$ cat config.mk
export PLATFORM = sky130hd
export DESIGN_NAME = cmbm_top
export DESIGN_NICKNAME = d
export VERILOG_FILES = /design/src/cmbm_pkg.sv /design/src/cmbm_top.sv
export SDC_FILE = /design/constraint.sdc
export NUM_CORES = 1
export LEC_CHECK = 0
export ABC_AREA = 1
export BUFFER_PORTS_ARGS = -buffer_cell sky130_fd_sc_hd__clkbuf_2
export CAP_MARGIN = 20
export CORE_MARGIN = 2
export CORE_UTILIZATION = 40
export DETAILED_ROUTE_END_ITERATION = 6
export PLACE_DENSITY = 0.71
export RECOVER_POWER = 50
export SLEW_MARGIN = 30
export SYNTH_ARGS = -nofsm -noshare
export SYNTH_HDL_FRONTEND = slang
export SYNTH_SLANG_ARGS = --single-unit
$ cat constraint.sdc
create_clock -name clk_in -period 2.9 [get_ports clk_in]
set_clock_uncertainty 0.15 [all_clocks]
set_input_delay 0.58 -clock clk_in [delete_from_list [all_inputs] [get_ports clk_in]]
set_output_delay 0.58 -clock clk_in [all_outputs]
set_load 0.03 [all_outputs]
$ cat src/cmbm_pkg.sv
// Package with register map, field layout and map constants for the boot map block.
package cmbm_pkg;
  localparam logic [7:0] CMBM_WAIT_ADDR = 8'h92;
  localparam logic [7:0] CMBM_CONF_ADDR = 8'hFF;
  localparam logic [7:0] CMBM_LOCK_ADDR = 8'h90;
  localparam logic [7:0] CMBM_STAT_ADDR = 8'h91;
  localparam logic [7:0] CMBM_CONF_RESET = 8'h00;
  localparam logic [7:0] CMBM_WAIT_RESET = 8'h00;
  localparam logic [7:0] CMBM_CONF_WMASK = 8'hFB;
  localparam int CMBM_STUB_BIT = 7;
  localparam int CMBM_PROG_BIT = 6;
  localparam int CMBM_MODE_HI = 5;
  localparam int CMBM_MODE_LO = 3;
  localparam int CMBM_RSVD_BIT = 2;
  localparam int CMBM_LOCK_BIT = 0;
  localparam logic [15:0] CMBM_ROM_LAST = 16'h07FF;
  localparam logic [15:0] CMBM_STUB_FIRST = 16'hFFF7;
  localparam logic [15:0] CMBM_FLASH_LAST = 16'hFFFF;
  localparam logic [15:0] CMBM_APP_START = 16'h0000;
  typedef enum logic [1:0] {
    CMBM_BOOT = 2'b00,
    CMBM_PROG = 2'b01,
    CMBM_STUB = 2'b10,
    CMBM_USER = 2'b11
  } cmbm_state_t;
  typedef enum logic [1:0] {
    CMBM_SRC_ROM = 2'b00,
    CMBM_SRC_STUB = 2'b01,
    CMBM_SRC_FLASH = 2'b10
  } cmbm_src_t;
endpackage

$ cat src/cmbm_top.sv
// Code memory boot and map control with wait states and memory lock.
//
// Overview of operation
// - After every reset, fetch starts from the boot ROM.
// - Boot ROM spans 0x0000-0x07FF; code flash spans 0x0000-0xFFFF.
// - Boot-select high runs in-system programming code.
// - Boot-select low jumps straight to the start stub.
// - Start stub switches the map, then jumps to flash address 0x0000.
// - Initial map: ROM and stub in code space, flash in data space.
// - ROM overlaps 0x0000-0x07FF, stub overlaps 0xFFF7-0xFFFF.
// - Initial map: flash writable via data space only, not fetchable.
// - Map switch removes boot ROM and maps code flash in its place.
// - Config register layout fixed; reset value 0x00.
// - In the user map, clearing the stub-map flag disables the stub region at once.
// - Code fetches insert wait states equal to the wait-state register.
// - Memory lock refuses outside and debugger access.
//
// The Avalon-MM slave port was chosen for this implementation.
`timescale 1ns/1ns
module cmbm_top (
  // Clock and reset.
  input wire logic clk_in,
  input wire logic srst_in,
  // Pins and lock strap.
  input wire logic boot_select_pin_in,
  input wire logic lock_set_in,
  // Avalon-MM register slave.
  input wire logic [7:0] avs_address_in,
  input wire logic avs_read_in,
  input wire logic avs_write_in,
  input wire logic [31:0] avs_writedata_in,
  output logic [31:0] avs_readdata_out,
  output logic avs_waitrequest_out,
  // Core fetch path.
  input wire logic [15:0] fetch_addr_in,
  input wire logic fetch_req_in,
  output logic fetch_ready_out,
  output cmbm_pkg::cmbm_src_t fetch_src_out,
  output logic stub_done_out,
  // Map state and outside access.
  output logic flash_in_code_out,
  output logic flash_data_write_ok_out,
  output logic prog_mode_out,
  output logic [2:0] external_memory_mode_out,
  input wire logic ext_access_req_in,
  output logic ext_access_grant_out
);
  import cmbm_pkg::*;
  logic boot_sync1, boot_sync2, lock_sync1, lock_sync2;
  cmbm_state_t state, next_state;
  logic [7:0] memory_config, next_memory_config;
  logic [7:0] code_wait_states, next_code_wait_states;
  logic locked, next_locked;
  logic [31:0] rdata, next_rdata;
  logic ack, next_ack;
  logic [7:0] wcount, next_wcount;
  logic ready, next_ready;
  cmbm_src_t src, next_src;
  logic grant, next_grant;
  logic busy;
  logic waitreq, next_waitreq;

  // Source of a fetch under the current map and stub flag.
  // Before the switch the flash is never a fetch source; the middle region falls back
  // to the boot ROM so that a stray jump stays in known code.
  // Setting the stub-map flag again in the user map brings the stub back over the flash top.
  function automatic cmbm_src_t map_src(input cmbm_state_t st, input logic [15:0] a,
                                        input logic stub_on);
    if (st != CMBM_USER) begin
      map_src = (a <= CMBM_ROM_LAST) ? CMBM_SRC_ROM :
                (a >= CMBM_STUB_FIRST) ? CMBM_SRC_STUB : CMBM_SRC_ROM;
    end else if (stub_on && a >= CMBM_STUB_FIRST && a <= CMBM_FLASH_LAST) begin
      map_src = CMBM_SRC_STUB;
    end else begin
      map_src = CMBM_SRC_FLASH;
    end
  endfunction

  // Pins pass two flip-flops before any logic sees them.
  always_ff @(posedge clk_in) begin
    boot_sync1 <= boot_select_pin_in;
    boot_sync2 <= boot_sync1;
    lock_sync1 <= lock_set_in;
    lock_sync2 <= lock_sync1;
  end

  // Boot sequence. The stub fetch at the top region marks the map switch point.
  always_comb begin
    next_state = state;
    unique case (state)
      CMBM_BOOT: next_state = boot_sync2 ? CMBM_PROG : CMBM_STUB;
      CMBM_PROG: next_state = CMBM_PROG;
      // Limitation: any completed fetch from the stub region counts as stub entry, so
      // boot code must not read the top region for another purpose before it jumps there.
      CMBM_STUB: begin
        if (fetch_req_in && ready && fetch_addr_in >= CMBM_STUB_FIRST) begin
          next_state = CMBM_USER;
        end
      end
      CMBM_USER: next_state = CMBM_USER;
    endcase
  end

  always_ff @(posedge clk_in) begin
    if (srst_in) begin
      state <= CMBM_BOOT;
    end else begin
      state <= next_state;
    end
  end

  // Register slave. One wait cycle, then the answer with waitrequest low.
  assign busy = (avs_read_in || avs_write_in) && !ack;

  always_comb begin
    next_memory_config = memory_config;
    next_code_wait_states = code_wait_states;
    // The lock is sticky: strap or software sets it and only reset clears it, so
    // toggling the strap cannot reopen the memories to a debugger.
    next_locked = locked | lock_sync2;
    next_rdata = rdata;
    next_ack = busy;
    next_waitreq = !busy;
    // A write lands on the edge at which the master sees waitrequest low, so a request
    // that is still waiting never changes a register.
    if (ack && avs_write_in) begin
      unique case (avs_address_in)
        CMBM_CONF_ADDR: next_memory_config = avs_writedata_in[7:0] & CMBM_CONF_WMASK;
        CMBM_WAIT_ADDR: next_code_wait_states = avs_writedata_in[7:0];
        CMBM_LOCK_ADDR: next_locked = locked | avs_writedata_in[CMBM_LOCK_BIT] | lock_sync2;
        default: next_code_wait_states = code_wait_states;
      endcase
    end
    // Read data is captured on the wait edge and stands while waitrequest is low.
    if (busy && avs_read_in) begin
      unique case (avs_address_in)
        CMBM_CONF_ADDR: next_rdata = {24'h000000, memory_config};
        CMBM_WAIT_ADDR: next_rdata = {24'h000000, code_wait_states};
        CMBM_LOCK_ADDR: next_rdata = {31'h00000000, locked};
        CMBM_STAT_ADDR: next_rdata = {28'h0000000, boot_sync2, 1'b0, state};
        default: next_rdata = 32'h00000000;
      endcase
    end
  end

  always_ff @(posedge clk_in) begin
    if (srst_in) begin
      memory_config <= CMBM_CONF_RESET;
      code_wait_states <= CMBM_WAIT_RESET;
      locked <= 1'b0;
      rdata <= 32'h00000000;
      ack <= 1'b0;
      waitreq <= 1'b1;
    end else begin
      memory_config <= next_memory_config;
      code_wait_states <= next_code_wait_states;
      locked <= next_locked;
      rdata <= next_rdata;
      ack <= next_ack;
      waitreq <= next_waitreq;
    end
  end

  // Fetch wait states: ready rises after code_wait_states idle cycles.
  // A new wait-state value acts on a running count, so software should change it
  // only while the core is not fetching from the memories it governs.
  always_comb begin
    next_wcount = wcount;
    next_ready = 1'b0;
    next_src = src;
    next_grant = ext_access_req_in && !locked;
    if (!fetch_req_in || ready) begin
      next_wcount = 8'h00;
    end else if (wcount >= code_wait_states) begin
      next_ready = 1'b1;
      next_src = map_src(state, fetch_addr_in, memory_config[CMBM_STUB_BIT]);
    end else begin
      next_wcount = wcount + 8'h01;
    end
  end

  always_ff @(posedge clk_in) begin
    if (srst_in) begin
      wcount <= 8'h00;
      ready <= 1'b0;
      src <= CMBM_SRC_ROM;
      grant <= 1'b0;
    end else begin
      wcount <= next_wcount;
      ready <= next_ready;
      src <= next_src;
      grant <= next_grant;
    end
  end

  // Map state outputs are registered; flash code use follows the switch.
  logic flash_code, next_flash_code;
  logic data_ok, next_data_ok;
  logic done, next_done;

  // Flash leaves data space and enters code space on the very edge of the switch.
  always_comb begin
    next_flash_code = (next_state == CMBM_USER);
    next_data_ok = (next_state != CMBM_USER);
    next_done = (state == CMBM_STUB) && (next_state == CMBM_USER);
  end

  always_ff @(posedge clk_in) begin
    if (srst_in) begin
      flash_code <= 1'b0;
      data_ok <= 1'b1;
      done <= 1'b0;
    end else begin
      flash_code <= next_flash_code;
      data_ok <= next_data_ok;
      done <= next_done;
    end
  end

  // Outputs come straight from flops so no decode glitch reaches the core or the bus.
  assign avs_readdata_out = rdata;
  assign avs_waitrequest_out = waitreq;
  assign fetch_ready_out = ready;
  assign fetch_src_out = src;
  assign stub_done_out = done;
  assign flash_in_code_out = flash_code;
  assign flash_data_write_ok_out = data_ok;
  assign prog_mode_out = memory_config[CMBM_PROG_BIT];
  assign external_memory_mode_out = memory_config[CMBM_MODE_HI:CMBM_MODE_LO];
  assign ext_access_grant_out = grant;

  stub_off_a: assert property (@(posedge clk_in) disable iff (srst_in)
    ($past(state) == CMBM_USER && !$past(memory_config[CMBM_STUB_BIT]) && ready)
    |-> src != CMBM_SRC_STUB)
    else $error("stub region served after flag cleared");
  boot_rom_a: assert property (@(posedge clk_in)
    srst_in |=> state == CMBM_BOOT && !flash_in_code_out)
    else $error("reset did not return to boot rom");
  lock_deny_a: assert property (@(posedge clk_in) disable iff (srst_in)
    locked |=> !ext_access_grant_out)
    else $error("access granted while locked");
  reserved_zero_a: assert property (@(posedge clk_in) disable iff (srst_in)
    !memory_config[CMBM_RSVD_BIT]) else $error("reserved bit set");
  wait_cnt_a: assert property (@(posedge clk_in) disable iff (srst_in)
    (fetch_req_in && ready) |-> $past(wcount) == code_wait_states)
    else $error("wait state count wrong");
  prog_stay_a: assert property (@(posedge clk_in) disable iff (srst_in)
    (state == CMBM_BOOT && boot_sync2) |=> state == CMBM_PROG)
    else $error("programming path not taken");
  stub_go_a: assert property (@(posedge clk_in) disable iff (srst_in)
    (state == CMBM_BOOT && !boot_sync2) |=> state == CMBM_STUB)
    else $error("stub path not taken");
  init_map_a: assert property (@(posedge clk_in) disable iff (srst_in)
    (state != CMBM_USER && ready) |-> src != CMBM_SRC_FLASH)
    else $error("flash fetched before map switch");
  conf_reset_a: assert property (@(posedge clk_in)
    srst_in |=> memory_config == CMBM_CONF_RESET)
    else $error("config reset value wrong");

  // Answer timing of both interfaces and the source chosen for each region.
  bus_answer_a: assert property (@(posedge clk_in) disable iff (srst_in)
    ((avs_read_in || avs_write_in) && avs_waitrequest_out) |=> !avs_waitrequest_out)
    else $error("register bus answer late");
  ready_pulse_a: assert property (@(posedge clk_in) disable iff (srst_in)
    fetch_ready_out |=> !fetch_ready_out)
    else $error("fetch ready longer than one cycle");
  wait_hold_a: assert property (@(posedge clk_in) disable iff (srst_in)
    (fetch_req_in && !ready && wcount < code_wait_states) |=> !fetch_ready_out)
    else $error("fetch answered before its wait states");
  src_stand_a: assert property (@(posedge clk_in) disable iff (srst_in)
    !fetch_ready_out |-> $stable(fetch_src_out))
    else $error("fetch source moved without an answer");
  rom_low_a: assert property (@(posedge clk_in) disable iff (srst_in)
    (ready && $past(state) != CMBM_USER && $past(fetch_addr_in) <= CMBM_ROM_LAST)
    |-> src == CMBM_SRC_ROM)
    else $error("low code address not served by boot rom");
  stub_top_a: assert property (@(posedge clk_in) disable iff (srst_in)
    (ready && $past(state) != CMBM_USER && $past(fetch_addr_in) >= CMBM_STUB_FIRST)
    |-> src == CMBM_SRC_STUB)
    else $error("top code address not served by stub");
  user_flash_a: assert property (@(posedge clk_in) disable iff (srst_in)
    (ready && $past(state) == CMBM_USER && $past(fetch_addr_in) < CMBM_STUB_FIRST)
    |-> src == CMBM_SRC_FLASH)
    else $error("user map fetch not served by flash");
  switch_a: assert property (@(posedge clk_in) disable iff (srst_in)
    (state == CMBM_STUB && fetch_req_in && ready && fetch_addr_in >= CMBM_STUB_FIRST)
    |=> stub_done_out && flash_in_code_out && !flash_data_write_ok_out)
    else $error("map switch not made at stub entry");
  lock_hold_a: assert property (@(posedge clk_in) disable iff (srst_in)
    locked |=> locked)
    else $error("memory lock released without reset");
  path_hold_a: assert property (@(posedge clk_in) disable iff (srst_in)
    (state == CMBM_PROG || state == CMBM_USER) |=> state == $past(state))
    else $error("boot path left without reset");

  // Covers for the main boot paths and for a fetch with wait states.
  switch_c: cover property (@(posedge clk_in) disable iff (srst_in) stub_done_out);
  slow_c: cover property (@(posedge clk_in) disable iff (srst_in)
    fetch_ready_out && code_wait_states != CMBM_WAIT_RESET);
  prog_c: cover property (@(posedge clk_in) disable iff (srst_in) state == CMBM_PROG);
  unstub_c: cover property (@(posedge clk_in) disable iff (srst_in)
    state == CMBM_USER && !memory_config[CMBM_STUB_BIT]);
  lock_c: cover property (@(posedge clk_in) disable iff (srst_in) locked && ext_access_req_in);
endmodule

## After elaboration in Yosys (flattened, before gate mapping)

Index checks and enable logic that the tools add are counted.

- Output and inout bits: 44
- Register bits: 71
- Input bits: 64
- Logic and storage cells: 68

- Muxes and demuxes: 11
- Equal/unequal tests: 10
- Order comparisons: 4
- Bitwise operators: 4
- Add/subtract/negate cells: 1
- Reductions and logical operators: 20

Operators with widths:

| cell | count |
|---|---|
| $eq A8 B8 Y1 const B | 4 |
| $pmux W8 S4 | 1 |
| $ge A16 B16 Y1 const B | 1 |
| $le A16 B11 Y1 const B | 1 |
| $le A16 B16 Y1 const B | 1 |
| $logic_and A1 B1 Y1 | 9 |
| $add A8 B1 Y8 const B | 1 |
| $ge A8 B8 Y1 | 1 |
| $mux W2 | 4 |
| $pmux W2 S4 | 1 |
| $eq A2 B2 Y1 const B | 3 |
| $reduce_and A2 Y1 | 3 |
| $mux W1 | 5 |
| $logic_not A1 Y1 | 4 |
| $ne A2 B2 Y1 const B | 2 |
| $or A1 B1 Y1 | 3 |
| $eq A2 B1 Y1 const B | 1 |
| $logic_not A2 Y1 | 1 |
| $logic_or A1 B1 Y1 | 2 |
| $reduce_or A2 Y1 | 1 |
| $not A1 Y1 | 1 |

## Depth between registers and ports, before layout

Gate-level depths: netlist of the first run.

- Word-level depth: 6
- Gate-level depth with buffers: 13

## Worst setup path before layout of the first run

OpenSTA, ideal clock, no wires.

- Kind: flip-flop to flip-flop
- From: register code_wait_states[3]
- To: register wcount[7]
- Setup slack: 1.227 ns
- Library setup time: 0.126 ns
- Arrival: 1.397 ns
- Required time: 2.624 ns
- Stages on the path, launching flop included: 12
- Cell sequence: dfxtp_1 -> inv_1 -> ha_1 -> nand2_1 -> nor2_1 -> nor2_1 -> nand2_1 -> nand2_1 -> nand2_1 -> buf_2 -> o21ai_0 -> a21oi_1

- Longest elaborated chain between the ends: 1

Ends and longest elaborated chain:

| what | line | RTL |
|---|---|---|
| start: declaration | cmbm_top.sv:52 | `logic [7:0] code_wait_states, next_code_wait_states;` |
| start signal: assignment | cmbm_top.sv:156 | `code_wait_states <= next_code_wait_states;` |
| $ge A8 B8 Y1 | cmbm_top.sv:174 | `end else if (wcount >= code_wait_states) begin` |
| end signal: assignment | cmbm_top.sv:189 | `wcount <= next_wcount;` |
| end: declaration | cmbm_top.sv:56 | `logic [7:0] wcount, next_wcount;` |

Every way passes these cells.
A chain may end at the register's enable or synchronous reset.

## Worst setup path in the final report of the first run

- From: input srst_in
- To: register ready, in the netlist fetch_ready_out

- Longest elaborated chain between the ends: 1

Ends and longest elaborated chain:

| what | line | RTL |
|---|---|---|
| start: declaration | cmbm_top.sv:23 | `input wire logic srst_in,` |
| $reduce_or A2 Y1 (no line) | - |  |
| end signal: assignment | cmbm_top.sv:190 | `ready <= next_ready;` |
| end: declaration | cmbm_top.sv:57 | `logic ready, next_ready;` |

Every way passes these cells.

==> metrics.yaml, run 1 <==
hold_slack_ps: 185.2
numClockSinks: 47
post_cts_buffers: 0
wl_um: 4979
final_common_cell: "nand2_1"
grt_pass1_vias: 1924
tightestPinTransition_ps: 989.0
antenna_left: 0
die_w_um: 81.92
slew_headroom_pct: 34.06
p_per_area_nw_per_um2: 468.3
synth_ff_type: "dfxtp_1"
clockBufferDepth: 2
worstRegToRegCells: 11
outcome: "complete, no violations"
drtPass1Iterations: 4
grt_use_met3_pct: 2.198
insertion_delay_ps: 300
antennaDiodeCount: 0
p_leak_nw: 1.240
grt_max_degree: 22
grtUsageMet1_pct: 18.74
ctsHtreeMaxLevel: 2
antenna_found_initial: 0
syn_inst: 338
fmax_mhz: 440.7
min_period_over_period_pct: 78.24
layout_common_cells: "nand2_1, dfxtp_1, inv_1"
worstSetupEndpoint: "fetch_ready_out"
cp_max_fo: 21
tns_ps: 0
num_rows: 28
cp.depth: 4
drc: 0
hpwlAfterDp_um: 3914
crit_slowest_cell: "clkbuf_1"
wl_per_cell_um: 10.59
preCtsSetupSlack_ps: 836.5
grt_pass1_wl_um: 7997
root_buffer: "clkbuf_8"
syn_area_um2: 2429
cts_hold_buf: 0
fp.dieArea_um2: 6711
ys_warn_count: 0
critPathKind: "input pin to flop"
gp_congestion: 0.8180
rsz0062_at_grt: "false"
vias: 2151
crit_buf_inv: 2
pin_count: 108
synth_top_area_share_pct: 38.74
reg2reg_setup_slack_ps: 860
max-vdd-ir-drop_v: 0.0002583
cap_viol_max_count: 0
ctsResizeCount: 0
cp-end-kind: "flop"
yosysUniqueCellTypes: 32
fin_ws_ps: 630.9
initial_core_util_pct: 41.26
grt_overflow_total: 0
required_ps: 2930
crit_path_start: "srst_in"
r2r_end: "wcount[6]"
die_y_um: 81.92
yosysSeqAreaShare_pct: 38.74
ys_seq_elements: 47
yosysTopAreaCell: "dfxtp_1"
clkTransAtPathRegs_ps: 90
cts_tree: "built"
synthToLayoutAreaGrowth_pct: 13.29
cpPeakStageDelay_ps: 710
cts_buffers: 5
setup_viol: 0
hold_viol_final: 0
fill_cells: 610
drv_slew: 0
crit_arrival_ps: 2300
port_buffers: 59
dr.first_iter.drc_count: 83
synth_edf_count: 0
grt-busiest-layer: "met2"
crit-reg2reg-launch: "code_wait_states[3]"
core_area_um2: 5886
grt_use_met2_pct: 27.15
path_cells: "clkbuf_1 -> inv_1 -> nand2_1 -> nor2_1"
crit_family: "buffers and inverters"
via_per_inst: 4.577
start_kind: "input pin"
grt_use_total_pct: 15.11
hp-class: "flop to flop"
finalNetCount: 467
synthArstFlopShare_pct: 0
yosys-top-cells-area: "dfxtp_1, nand2_1, buf_4"
fin_crit_ps: 2269
synth.avg_cell_area_um2: 7.185
final_layout_size_suffix_gt1_share_pct: 15.19
## cells in the mapped netlist (3+ instances only)
library cell and instances:
nor2_1 33, nand3_1 15, o21ai_0 13, ha_1 9
inv_2 3, nand2_1 77, a21oi_1 31, dfxtp_1 47
inv_1 42, o22ai_1 4, nor3_1 3, nand4_1 4
a211oi_1 6, buf_4 27
## per-layer routing
metal / wire length [µm] / share of wire [%] / up-vias
li1: - / - / 1138
met1: 2347 / 47 / 942
met2: 2271 / 46 / 66
met3: 315 / 6.3 / 5
met4: 45 / 0.90 / 0
met5: 0 / 0 / -
## flip-flops by register name (all words and copies together) (netlist names), 2 cells and up
name,flops
avs_readdata_out,8
code_wait_states,8
wcount,8
memory_config,7
fetch_src_out,2
state,2
## where the power goes
group / total [mW] / internal (mW) / switching (mW)
logic: 0.146 / 0.0367 / 0.109
registers: 0.668 / 0.659 / 0.00891
clock network: 0.475 / 0.257 / 0.218
## final cells by class
| cell class | instances | area [µm²] | share of cell area [%] |
|---|---|---|---|
| multi-input combinational | 235 | 1161 | 42.20 |
| sequential | 47 | 940.9 | 34.20 |
| timing repair buffer | 59 | 270.3 | 9.823 |
| inverter | 46 | 172.7 | 6.276 |
| tap | 75 | 93.84 | 3.411 |
| clock buffer | 5 | 68.82 | 2.501 |
| clock inverter | 3 | 43.79 | 1.592 |
## kinds of logic (layout without fill, tap and decap cells)
kind of cell | after synthesis | count (layout) | share of synthesized area, %
buffers and inverters | 79 | 113 | 16.80
adders and majority gates | 9 | 9 | 4.637
AOI/OAI and AO/OA | 59 | 59 | 13.65
other | 1 | 24 | 0.1544
DFF | 47 | 47 | 38.74
and+or+nand+nor | 140 | 140 | 24.94
xor gates and xnor gates | 3 | 3 | 1.082
## stage by stage
stage                     util [%]  instance area [µm²]  total power, mW  std cells
final                        46.75                 2751            1.288        470
after global placement       45.34                 2669           0.8285        462
after floorplan                  -                 2515           0.8041        361
after CTS                    47.26                 2781            1.300        470
after global routing         46.75                 2751            1.342        470
after detailed placement     45.34                 2669           0.8303        462
## how the worst min path moves through the flow
stage / end / start / depth (start not counted)
5_1_grt: boot_sync2 / boot_sync1 / 0
4_1_cts: lock_sync2 / lock_sync1 / 0
6_report: lock_sync2 / lock_sync1 / 0
3_3_place_gp: lock_sync2 / lock_sync1 / 0
2_1_floorplan: boot_sync2 / boot_sync1 / 0
3_5_place_dp: lock_sync2 / lock_sync1 / 0
(Power assumes the default switching activity.)
==> run 2, diff against run 1 <==
--- a/config.mk
+++ b/config.mk
@@ -5,7 +5,7 @@
 export SDC_FILE = /design/constraint.sdc
 export NUM_CORES = 1
 export LEC_CHECK = 0
-export ABC_AREA = 1
+export ABC_AREA = 0
 export BUFFER_PORTS_ARGS = -buffer_cell sky130_fd_sc_hd__clkbuf_2
 export CAP_MARGIN = 20
 export CORE_MARGIN = 2
==> constraint.sdc (replaced) <==
create_clock -name clk_in -period 2.3 [get_ports clk_in]
set_clock_uncertainty 0.15 [all_clocks]
set_input_delay 0.46 -clock clk_in [delete_from_list [all_inputs] [get_ports clk_in]]
set_output_delay 0.46 -clock clk_in [all_outputs]
set_load 0.03 [all_outputs]
==> metrics.yaml, run 2 <==
wl_met3_um: 256  # -19%
topRoutingLayerUsed: "met4"
cts_hold_buf: 0  # unchanged
die_y_um: 81.07  # -1.0%
grt_use_total_pct: 15.81  # +0.71 points
ys_warn_count: 0  # unchanged
slew_headroom_pct: 44.82  # +11 points
fin_ws_ps: 176.6  # -454.4 ps
yosys-top-cells-area: "dfxtp_1, buf_4, mux2i_1"
clkTransAtPathRegs_ps: 90  # about the same
crit_arrival_ps: 2210  # -90 ps
hp-class: "input pin to flop"
synth_edf_count: 0  # unchanged
synth_top_area_share_pct: 39.60  # +0.86 points
tns_ps: 0  # unchanged
setup_viol: 0  # unchanged
fill_cells: 598  # -2.0%
vias: 2022  # -6.0%
required_ps: 2390  # -540 ps
post_cts_buffers: 0  # unchanged
clock_power_share_pct: 37.8  # +1.0 points
place_inst: 395  # -15%
gp_congestion: 0.8333  # +1.9%
cts_buffers: 5  # unchanged
outcome: "complete, no violations"
tightestPinTransition_ps: 827.6  # -161.4 ps
wl_per_cell_um: 12.40  # +17%
drtPass1Iterations: 4  # unchanged
preCtsSetupSlack_ps: 151.4  # -685.1 ps
reg2reg_setup_slack_ps: 180  # -680 ps
initial_core_util_pct: 40.86  # -0.41 points
hpwlAfterDp_um: 3913  # about the same
cp_max_fo: 15  # -29%
hold_slack_ps: 99.60  # -85.57 ps
synthToLayoutAreaGrowth_pct: 13.16
max-vdd-ir-drop_v: 0.0003455  # +34%
start_kind: "flop"
syn_inst: 269  # -20%
drv_slew: 0  # unchanged
cts_tree: "built"
fin_crit_ps: 2123
switching_power_uw: 405.2  # +21%
final_common_cell: "dfxtp_1"
min_period_over_period_pct: 92.32
met2WireLength_um: 2536  # +12%
ys_seq_elements: 47  # unchanged
rsz0062_at_grt: "false"
fp.dieArea_um2: 6572  # -2.1%
grt_pass1_vias: 1769  # -8.1%
syn_area_um2: 2376  # -2.2%
synthArstFlopShare_pct: 0  # unchanged
yosysTopAreaCell: "dfxtp_1"
layout_common_cells: "dfxtp_1, clkbuf_2, nor2_1"
synth_commonest_cells: "dfxtp_1, nor2_1, buf_4"
finalNetCount: 400  # -14%
seqPwrFrac_pct: 52.5  # +0.7 points
ctsHtreeMaxLevel: 2  # unchanged
insertion_delay_ps: 300  # about the same
layoutNonFillerInstCount: 403  # -14%
cap_viol_max_count: 0  # unchanged
numClockSinks: 47  # unchanged
yosysUniqueCellTypes: 45  # +41%
ctsResizeCount: 0  # unchanged
fmax_mhz: 470.9
clockBufferDepth: 2  # unchanged
final_cell_area_um2: 2689  # -2.3%
post-synth-top-count-cell: "dfxtp_1"
die_w_um: 81.07  # -1.0%
synth.avg_cell_area_um2: 8.833  # +23%
drt-met1-wl_um: 2120  # -9.7%
cp-end-kind: "flop"
antennaDiodeCount: 0  # unchanged
hold_viol_final: 0  # unchanged
port_buffers: 59  # unchanged
swShare_pct: 25.33  # -0.76 points
place_area_um2: 2608  # -2.3%
grt_overflow_total: 0  # unchanged
p_leak_nw: 1.144  # -7.8%
wl_um: 4996  # +0.34%
dr.first_iter.drc_count: 72  # -13%
p_int_mw: 1.194  # +25%
drc: 0  # unchanged
antenna_found_initial: 0  # unchanged
critPathKind: "flop to flop"
via_per_inst: 5.017  # +9.6%
synth_ff_type: "dfxtp_1"
final_layout_size_suffix_gt1_share_pct: 17.07  # +1.9 points
p_comb_share_pct: 9.8  # -1.5 points
grt_max_degree: 19  # -14%
p_per_area_nw_per_um2: 594.8  # +27%
num_rows: 28  # unchanged
grt_pass1_wl_um: 8038  # +0.51%
pin_count: 108  # unchanged
antenna_left: 0  # unchanged
core_area_um2: 5816  # -1.2%
root_buffer: "clkbuf_8"
yosysSeqAreaShare_pct: 39.60  # +0.86 points
==> run 2: cell types whose count changed after synthesis, moves of 4 or more <==
cell,previous run,this run
a211oi_1,6,2
a21oi_1,31,15
nand2_1,77,19
nor2b_1,0,5
nand4_1,4,8
nand2b_1,0,5
inv_1,42,10
nor2_1,33,29
a22oi_1,0,5
nand3_1,15,7
mux2i_1,0,16
==> run 2: final cells by class <==
cell class                      count  area [µm²]  share of cell area, %
Inverter                           10       37.54                  1.396
Tap cell                           75       93.84                  3.490
Sequential cell                    47       940.9                  34.99
Multi-Input combinational cell    199        1201                  44.67
Clock inverter                      3       43.79                  1.629
Timing Repair Buffer               64       302.8                  11.26
Clock buffer                        5       68.82                  2.559
==> run 2: final timing paths <==
check,to,startpoint,cells after the start
max,wcount[5],code_wait_states[2],7
min reg2reg,boot_sync2,boot_sync1,0
min,lock_sync1,lock_set_in,1
max reg2reg,wcount[5],code_wait_states[2],7
==> run 2: metal layers <==
| metal | vias to the layer above | global-route usage [%] |
|---|---|---|
| li1 | 1021 | - |
| met1 | 939 | 19.10 |
| met2 | 53 | 26.86 |
| met3 | 9 | 4.222 |
| met4 | 0 | 5.932 |
| met5 | - | 0 |
==> run 2: critical path, cell delays in order (launching register included) <==
cell     delay, ps
dfxtp_1        370
inv_1           60
ha_1           310
a21oi_1        150
a21oi_1         90
o21ba_4        290
or4_1          510
a21oi_1        140
==> run 2: kinds of logic after synthesis <==
group                      after synthesis  synth area share [%]
and+or+nand+nor                         96                 21.17
adders and majority gates                9                 4.739
AOI/OAI and AO/OA                       54                 14.17
other                                    1                0.1578
DFF                                     47                 39.60
buffers and inverters                   46                 13.43
muxes                                   16                 6.740
==> run 2: power by group through the flow <==
stage               clock, mW  sequential [mW]  combinational [mW]
global placement            0            0.858               0.156
CTS                     0.621            0.839               0.159
floorplan                   0            0.863               0.133
finish                  0.604            0.839               0.156
global route            0.658            0.841               0.172
detailed placement          0            0.858               0.159
==> run 2: per-stage QoR <==
stage          utilization, %  total power, mW
2_1_floorplan               -           0.9965
3_5_place_dp            44.84            1.017
6_report                46.23            1.599
4_1_cts                 46.77            1.620
5_1_grt                 46.23            1.671
3_3_place_gp            44.84            1.014
